**src/pitc_pkg.sv**
```systemverilog
`default_nettype none
package pitc_pkg;
    // ----------------------------------------------------------------
    // Widths
    // ----------------------------------------------------------------
    localparam int CLASS_W = 4;
    localparam int REG_W = 5;
    localparam int CNT_W = 4;

    // ----------------------------------------------------------------
    // Instruction classes seen by the issue controller
    // ----------------------------------------------------------------
    typedef enum logic [CLASS_W-1:0] {
        PITC_REG_XFER = 4'h0,
        PITC_LOAD_SYSREG_MEM_POSTINC = 4'h1,
        PITC_STORE_SYSREG_MEM_PREDEC = 4'h2,
        PITC_LOAD_CTRLREG_MEM_POSTINC = 4'h3,
        PITC_STORE_CTRLREG_MEM_PREDEC = 4'h4,
        PITC_CLEAR_OR_LOAD_ACCUM_GPR = 4'h5,
        PITC_LOAD_DSP_FROM_GPR = 4'h6,
        PITC_LOAD_ACCUM_MEM_POSTINC = 4'h7,
        PITC_MOVE_ACCUM_TO_GPR = 4'h8,
        PITC_STORE_ACCUM_MEM_PREDEC = 4'h9,
        PITC_EXCEPTION_RETURN = 4'hA,
        PITC_SOFTWARE_TRAP = 4'hB,
        PITC_SLEEP = 4'hC,
        PITC_BRANCH_COND = 4'hD,
        PITC_BRANCH_COND_DELAYED = 4'hE
    } pitc_class_t;

    // ----------------------------------------------------------------
    // Stage counts
    // ----------------------------------------------------------------
    localparam logic [CNT_W-1:0] STG_REG_XFER = 4'h3;
    localparam logic [CNT_W-1:0] STG_MEM_LOAD = 4'h5;
    localparam logic [CNT_W-1:0] STG_MEM_STORE = 4'h4;
    localparam logic [CNT_W-1:0] STG_ACC_LOAD = 4'h4;
    localparam logic [CNT_W-1:0] STG_ACC_TO_GPR = 4'h5;
    localparam logic [CNT_W-1:0] STG_EXC_RETURN = 4'h5;
    localparam logic [CNT_W-1:0] STG_TRAP = 4'h9;
    localparam logic [CNT_W-1:0] STG_SLEEP = 4'h3;
    localparam logic [CNT_W-1:0] STG_BRANCH = 4'h3;

    // ----------------------------------------------------------------
    // Minimum issue cycle counts
    // ----------------------------------------------------------------
    localparam logic [CNT_W-1:0] CYC_ONE = 4'h1;
    localparam logic [CNT_W-1:0] CYC_LOAD_CTRL = 4'h3;
    localparam logic [CNT_W-1:0] CYC_STORE_CTRL = 4'h2;
    localparam logic [CNT_W-1:0] CYC_EXC_RETURN = 4'h4;
    localparam logic [CNT_W-1:0] CYC_TRAP = 4'h8;
    localparam logic [CNT_W-1:0] CYC_SLEEP = 4'h3;
    localparam logic [CNT_W-1:0] CYC_BRANCH_TAKEN = 4'h3;
    localparam logic [CNT_W-1:0] CYC_DBRANCH_TAKEN = 4'h2;

    // ----------------------------------------------------------------
    // Hazard timing
    // ----------------------------------------------------------------
    localparam logic [CNT_W-1:0] LOAD_USE_STALL = 4'h1;
    localparam int MA_DELAY = 2;
endpackage : pitc_pkg
`default_nettype wire

```
**src/pitc_issue_ctrl.sv**
```systemverilog
// Function
// - Return-address load from memory, post-increment: five stages, one cycle.
// - Return-address store, pre-decrement: four stages, one cycle, memory slot blocks fetch.
// - Control register load from memory: five stages, three cycles.
// - Control register store to memory: four stages, two cycles, blocks fetch.
// - Accumulator clear or load from general register: four stages, one cycle.
// - Accumulator transfers in or out wait while multiplier is busy.
// - DSP register load from general register: four stages, one cycle.
// - Accumulator load from memory: four stages, one cycle, multiplier and fetch contention.
// - Accumulator to general register: five stages, one cycle, waits on multiply.
// - Accumulator store to memory, pre-decrement: four stages, one cycle.
// - Next instruction reading a just-loaded register gets one stall cycle inserted.
// - Sleep takes three stages and three cycles, then core halts.
// - Conditional branch not taken completes in one cycle.
// - Register-to-register transfer finishes after three stages via the ALU.
`default_nettype none
module pitc_issue_ctrl
    import pitc_pkg::*;
(
    input wire logic clock_i,
    input wire logic rst_n_i,
    input wire logic instr_valid_i,
    input wire logic [CLASS_W-1:0] instr_class_i,
    input wire logic [REG_W-1:0] instr_dest_i,
    input wire logic [REG_W-1:0] instr_src_a_i,
    input wire logic [REG_W-1:0] instr_src_b_i,
    input wire logic instr_uses_src_i,
    input wire logic branch_taken_i,
    input wire logic mult_busy_i,
    input wire logic fetch_req_i,
    input wire logic wake_i,
    output logic instr_ready_o,
    output logic fetch_grant_o,
    output logic mem_slot_o,
    output logic stall_o,
    output logic halted_o,
    output logic [CNT_W-1:0] issued_stages_o,
    output logic [CNT_W-1:0] issued_cycles_o
);

    // ----------------------------------------------------------------
    // Declarations
    // ----------------------------------------------------------------
    typedef enum logic [2:0] {
        ST_RUN = 3'h1,
        ST_BUSY = 3'h2,
        ST_HALT = 3'h4
    } pitc_state_t;

    pitc_state_t state_q;
    pitc_state_t state_d;
    logic [CNT_W-1:0] cnt_q;
    logic [CNT_W-1:0] cnt_d;
    logic [MA_DELAY-1:0] ma_pipe_q;
    logic ld_valid_q;
    logic [REG_W-1:0] ld_dest_q;
    logic sleeping_q;
    logic wake_meta_q;
    logic wake_sync_q;
    logic [CNT_W-1:0] stg_q;
    logic [CNT_W-1:0] cyc_q;
    logic [CNT_W-1:0] base_stages;
    logic [CNT_W-1:0] base_cycles;
    logic is_mem;
    logic is_load;
    logic is_accum;
    logic hazard;
    logic ma_active;
    logic issue;

    // ----------------------------------------------------------------
    // Class decode
    // ----------------------------------------------------------------
    // Stages, minimum cycles and resource use per class
    always_comb begin
        base_stages = STG_REG_XFER;
        base_cycles = CYC_ONE;
        is_mem = 1'b0;
        is_load = 1'b0;
        is_accum = 1'b0;
        case (instr_class_i)
            PITC_REG_XFER: begin
                base_stages = STG_REG_XFER;
            end
            PITC_LOAD_SYSREG_MEM_POSTINC: begin
                base_stages = STG_MEM_LOAD;
                is_mem = 1'b1;
                is_load = 1'b1;
            end
            PITC_STORE_SYSREG_MEM_PREDEC: begin
                base_stages = STG_MEM_STORE;
                is_mem = 1'b1;
            end
            PITC_LOAD_CTRLREG_MEM_POSTINC: begin
                base_stages = STG_MEM_LOAD;
                base_cycles = CYC_LOAD_CTRL;
                is_mem = 1'b1;
                is_load = 1'b1;
            end
            PITC_STORE_CTRLREG_MEM_PREDEC: begin
                base_stages = STG_MEM_STORE;
                base_cycles = CYC_STORE_CTRL;
                is_mem = 1'b1;
            end
            PITC_CLEAR_OR_LOAD_ACCUM_GPR: begin
                base_stages = STG_ACC_LOAD;
                is_accum = 1'b1;
                is_mem = 1'b1;
            end
            PITC_LOAD_DSP_FROM_GPR: begin
                base_stages = STG_ACC_LOAD;
            end
            PITC_LOAD_ACCUM_MEM_POSTINC: begin
                base_stages = STG_ACC_LOAD;
                is_accum = 1'b1;
                is_mem = 1'b1;
            end
            PITC_MOVE_ACCUM_TO_GPR: begin
                base_stages = STG_ACC_TO_GPR;
                is_accum = 1'b1;
                is_load = 1'b1;
            end
            PITC_STORE_ACCUM_MEM_PREDEC: begin
                base_stages = STG_MEM_STORE;
                is_accum = 1'b1;
                is_mem = 1'b1;
            end
            PITC_EXCEPTION_RETURN: begin
                base_stages = STG_EXC_RETURN;
                base_cycles = CYC_EXC_RETURN;
            end
            PITC_SOFTWARE_TRAP: begin
                base_stages = STG_TRAP;
                base_cycles = CYC_TRAP;
            end
            PITC_SLEEP: begin
                base_stages = STG_SLEEP;
                base_cycles = CYC_SLEEP;
            end
            PITC_BRANCH_COND: begin
                base_stages = STG_BRANCH;
                base_cycles = branch_taken_i ? CYC_BRANCH_TAKEN : CYC_ONE;
            end
            PITC_BRANCH_COND_DELAYED: begin
                base_stages = STG_BRANCH;
                base_cycles = branch_taken_i ? CYC_DBRANCH_TAKEN : CYC_ONE;
            end
            default: begin
                base_stages = STG_REG_XFER;
            end
        endcase
    end

    // ----------------------------------------------------------------
    // Issue decision
    // ----------------------------------------------------------------
    // Memory slot owns the bus this cycle
    assign ma_active = ma_pipe_q[MA_DELAY-1];

    assign hazard = ld_valid_q && instr_uses_src_i &&
                    ((instr_src_a_i == ld_dest_q) || (instr_src_b_i == ld_dest_q));

    assign instr_ready_o = (state_q == ST_RUN) && !ma_active && !(is_accum && mult_busy_i);
    assign issue = instr_ready_o && instr_valid_i;

    // Fetch loses to the memory slot
    assign fetch_grant_o = fetch_req_i && !ma_active;
    assign mem_slot_o = ma_active;

    // Stall whenever a valid instruction cannot go, except while halted
    assign stall_o = instr_valid_i && !instr_ready_o && (state_q != ST_HALT);
    assign halted_o = (state_q == ST_HALT);

    // ----------------------------------------------------------------
    // Wake synchroniser
    // ----------------------------------------------------------------
    // Two flops for the external wake level
    always_ff @(posedge clock_i) begin
        if (!rst_n_i) begin
            wake_meta_q <= 1'b0;
            wake_sync_q <= 1'b0;
        end else begin
            wake_meta_q <= wake_i;
            wake_sync_q <= wake_meta_q;
        end
    end

    // ----------------------------------------------------------------
    // Issue sequencer
    // ----------------------------------------------------------------
    // Next state and busy count
    always_comb begin
        state_d = state_q;
        cnt_d = cnt_q;
        case (state_q)
            ST_RUN: begin
                if (issue) begin
                    // Hazard stall added to minimum count
                    cnt_d = hazard ? base_cycles + LOAD_USE_STALL : base_cycles;
                    if (cnt_d > CYC_ONE) begin
                        state_d = ST_BUSY;
                        cnt_d = cnt_d - CYC_ONE;
                    end else if (instr_class_i == PITC_SLEEP) begin
                        state_d = ST_HALT;
                    end
                end
            end
            ST_BUSY: begin
                cnt_d = cnt_q - CYC_ONE;
                if (cnt_q == CYC_ONE) begin
                    // Halt once sleep has run its cycles
                    state_d = sleeping_q ? ST_HALT : ST_RUN;
                end
            end
            ST_HALT: begin
                if (wake_sync_q) begin
                    state_d = ST_RUN;
                end
            end
            default: begin
                state_d = ST_RUN;
                cnt_d = '0;
            end
        endcase
    end

    // State and counter registers
    always_ff @(posedge clock_i) begin
        if (!rst_n_i) begin
            state_q <= ST_RUN;
            cnt_q <= '0;
        end else begin
            state_q <= state_d;
            cnt_q <= cnt_d;
        end
    end

    // Remember a sleep in progress
    always_ff @(posedge clock_i) begin
        if (!rst_n_i) begin
            sleeping_q <= 1'b0;
        end else if (issue) begin
            sleeping_q <= (instr_class_i == PITC_SLEEP);
        end else if (state_q == ST_HALT) begin
            sleeping_q <= 1'b0;
        end
    end

    // ----------------------------------------------------------------
    // Memory slot tracking
    // ----------------------------------------------------------------
    // Memory slot shifts toward its stage
    always_ff @(posedge clock_i) begin
        if (!rst_n_i) begin
            ma_pipe_q <= '0;
        end else begin
            ma_pipe_q <= {ma_pipe_q[MA_DELAY-2:0], issue && is_mem};
        end
    end

    // ----------------------------------------------------------------
    // Load destination tracking
    // ----------------------------------------------------------------
    // Hold destination of the last issued instruction and whether it was a load
    always_ff @(posedge clock_i) begin
        if (!rst_n_i) begin
            ld_valid_q <= 1'b0;
            ld_dest_q <= '0;
        end else if (issue) begin
            ld_valid_q <= is_load;
            ld_dest_q <= instr_dest_i;
        end
    end

    // ----------------------------------------------------------------
    // Issue report
    // ----------------------------------------------------------------
    // Stages and cycles of the last issued instruction
    always_ff @(posedge clock_i) begin
        if (!rst_n_i) begin
            stg_q <= '0;
            cyc_q <= '0;
        end else if (issue) begin
            stg_q <= base_stages;
            cyc_q <= hazard ? base_cycles + LOAD_USE_STALL : base_cycles;
        end
    end

    assign issued_stages_o = stg_q;
    assign issued_cycles_o = cyc_q;

endmodule : pitc_issue_ctrl
`default_nettype wire

```
**config.mk**
```make
export PLATFORM = sky130hd
export DESIGN_NAME = pitc_issue_ctrl
export DESIGN_NICKNAME = d
export VERILOG_FILES = /design/src/pitc_pkg.sv /design/src/pitc_issue_ctrl.sv
export SDC_FILE = /design/constraint.sdc
export NUM_CORES = 1
export LEC_CHECK = 0
export ABC_AREA = 1
export BUFFER_PORTS_ARGS = -buffer_cell sky130_fd_sc_hd__buf_2
export CORE_ASPECT_RATIO = 0.75
export CORE_MARGIN = 5
export CORE_UTILIZATION = 49
export CTS_CLUSTER_SIZE = 24
export DETAILED_ROUTE_END_ITERATION = 8
export GPL_TIMING_DRIVEN = 1
export MAX_ROUTING_LAYER = met4
export PLACE_DENSITY = 0.74
export SLEW_MARGIN = 0
export SYNTH_ARGS = -nofsm -noshare
export SYNTH_HDL_FRONTEND = slang
export SYNTH_SLANG_ARGS = --single-unit
```
**constraint.sdc**
```tcl
create_clock -name clock_i -period 3 [get_ports clock_i]
set_clock_uncertainty 0.1 [all_clocks]
set_input_delay 0.6 -clock clock_i [delete_from_list [all_inputs] [get_ports clock_i]]
set_output_delay 0.6 -clock clock_i [all_outputs]
set_load 0.01 [all_outputs]
```
==> impl_metrics.tcl <==
set metrics [dict create \
    powerDensity_nw_per_um2 689.4 \
    synth_top_area_share_pct 29.99 \
    drtIter0Drc 54 \
    maxSlewViolCount 0 \
    relSlewSlack_pct 70.40 \
    clk_path_buf_depth 2 \
    fin_setup_tns_ns 0 \
    min_period_over_period_pct 88.45 \
    post_cts_buffers 0 \
    status "finished clean" \
    crit_fanout 6 \
    synth_area_leader_cell "dfxtp_1" \
    antenna_found_initial 0 \
    cts-buffers-inserted 3 \
    grt_max_degree 20 \
    pin_count 40 \
    drcViolationCount 0 \
    worstSetupStartpointType "input port" \
    drive_above_1_share_pct 25.88 \
    grt_pass1_wl_um 6741 \
    fin_crit_ns 2.654 \
    p_leak_nw 1.064 \
    wl_per_cell_um 11.28 \
    num_rows 18 \
    track_usage_pct 18.37 \
    max-cap-violations 0 \
    clk_latency_ns 0.28 \
    dp_hpwl_um 3195 \
    clk_pin_slew_ns 0.09 \
    finalHoldViolCount 0 \
    dp_slack_ns 0.06596 \
    first_pass_iters 4 \
    postCtsHoldBufs 0 \
    root_buffer "clkbuf_8" \
    hold_path_class "reg -> reg" \
    dieArea_sq_um 4844 \
    critPathKind "in -> reg" \
    synth_warnings 0 \
    fin_nets 345 \
    worst_slack_ns 0.3464 \
    htreeDepth 1 \
    die_y_um 61.54 \
    endpoint_kind "flip-flop" \
    synthesis.nets 305 \
    first_global_vias 1500 \
    netlist_top_cells_area "dfxtp_1 30%, nand2_1 16%, inv_1 7.4%" \
    seq_area_frac_synth_pct 29.99 \
    synthesis.instances 274 \
    syn-cell-area_sq_um 1735 \
    totalWireLength_um 3983 \
    vias_per_cell 4.907 \
    ir_drop_v 0.0003166 \
    setup_viol_count_final 0 \
    worst_slew_pin_slew_ns 0.4399 \
    gp_routability_congestion 0.9456 \
    clock.fmax_mhz 376.8 \
    via_count 1732 \
    area_delta_synth_final_pct 17.09 \
    cp_data_arrival_time_ns 2.77 \
    start_util_pct 51.72 \
    cts_tree "built" \
    grt_setup_unrepaired "no" \
    cts_resized 0 \
    synth-seq-cells 26 \
    antennaDiodeCount 0 \
    port_buffers 39 \
    grt-ovfl-total 0 \
    core_area_sq_um 3356 \
    synth_cell_types 34 \
    cts_sinks 26 \
    avgSynthCellArea_sq_um 6.334 \
    required_ns 3.12 \
    die_width_um 78.72 \
    holdWs_ns 0.3212 \
    ant_nets 0 \
]
==> worst paths after layout <==
| check | cells after the start | from | slack (ns) | end |
|---|---|---|---|---|
| min reg2reg | 2 | ma_pipe_q[0] | 0.32 | ma_pipe_q[1] |
| max | 21 | instr_class_i[1] | 0.35 | cnt_q[2] |
| min | 2 | ma_pipe_q[0] | 0.32 | ma_pipe_q[1] |
| max reg2reg | 21 | ld_dest_q[0] | 0.52 | cnt_q[2] |
==> report_power, final <==
part	internal [mW]	leakage, nW	switching (mW)
combinational	0.229	0.815	0.390
clock	0.179	0.0357	0.115
sequential	0.429	0.213	0.0587
total	0.837	1.06	0.563
==> through the flow <==
step	util (%)	cells	power, mW	area, sq um
4_1_cts	60.55	353	1.410	2032
5_1_grt	60.55	353	1.524	2032
6_report	60.55	353	1.401	2032
3_3_place_gp	58.43	349	1.114	1961
2_1_floorplan	-	274	0.9518	1735
3_5_place_dp	58.43	349	1.117	1961
==> per-layer routing <==
layer  up-vias  track usage (%)  routed length [um]
met1       755            24.36                2160
met3         4            2.632                 141
li1        941                -                   -
met5         -                -                   0
met2        32            28.42                1618
met4         0            7.481                  63
==> cell usage in the layout, fill, tap and decap left out, types with 2 or more instances in the layout <==
master and count:
a21oi_1 18, buf_2 39, buf_4 2, clkbuf_8 3, dfxtp_1 26, ha_1 4
inv_1 34, inv_2 12, nand2_1 72, nand2_2 8, nand2_4 4, nand3_1 19
nand4_1 2, nor2_1 23, nor2_2 4, nor2_4 3, nor3_1 2, o21ai_0 13
o21ai_1 8, xnor2_1 2
==> final cells by class <==
type | instances | area [sq um]
fillers | 343 | 1324
multi-input cells | 195 | 1003
flip-flops and latches | 26 | 520.5
repair buffers | 41 | 210.2
inverters | 47 | 176.4
well taps | 40 | 50.05
clock buffers | 3 | 41.29
clock inverters | 1 | 30.03
==> logic make-up after synthesis <==
group,synth area share (%)
and+or+nand+nor,38.07
buffers and inverters,12.18
AOI/OAI and AO/OA,15.36
DFF,29.99
adders and majority gates,2.884
xor gates and xnor gates,1.514
==> state kept, by name, summed over array words and instances (netlist names) <==
register and flops:
issued_stages_o 4, issued_cycles_o 4, ld_dest_q 5, wake_sync_q 1, ma_pipe_q 2, state_q 3
sleeping_q 1, wake_meta_q 1, cnt_q 4, ld_valid_q 1
==> Yosys cell counts <==
cell and count:
a211oi_1 1, a21oi_1 18, a21oi_2 1, a22oi_1 1, a2bb2oi_1 1, buf_2 4
buf_6 1, clkbuf_1 1, clkinv_1 1, dfxtp_1 26, ha_1 4, inv_1 34
inv_2 12, nand2_1 72, nand2_2 8, nand2_4 4, nand3_1 19, nand3_2 1
nand4_1 2, nor2_1 23, nor2_2 4, nor2_4 3, nor3_1 2, nor3_2 1
nor4_1 1, o211ai_1 1, o21a_1 1, o21ai_0 13, o21ai_1 8, o21ai_4 1
o31ai_1 1, or2_2 1, xnor2_1 2, xor2_1 1
==> worst max-delay path: stages <==
cell     delay [ns]
buf_2          0.14
inv_2          0.10
nand2_1        0.07
a21oi_1        0.20
nand2_1        0.09
nand2_2        0.11
nand3_1        0.08
nand2_1        0.07
nand2_1        0.05
o21ai_1        0.09
inv_1          0.10
ha_1           0.23
o21ai_1        0.24
inv_1          0.07
nand3_1        0.13
nand2_1        0.07
inv_1          0.07
nand2_1        0.05
nand2_1        0.05
nand2_1        0.06
a21oi_2        0.10
No activity file was read; power rests on OpenSTA's default activity.
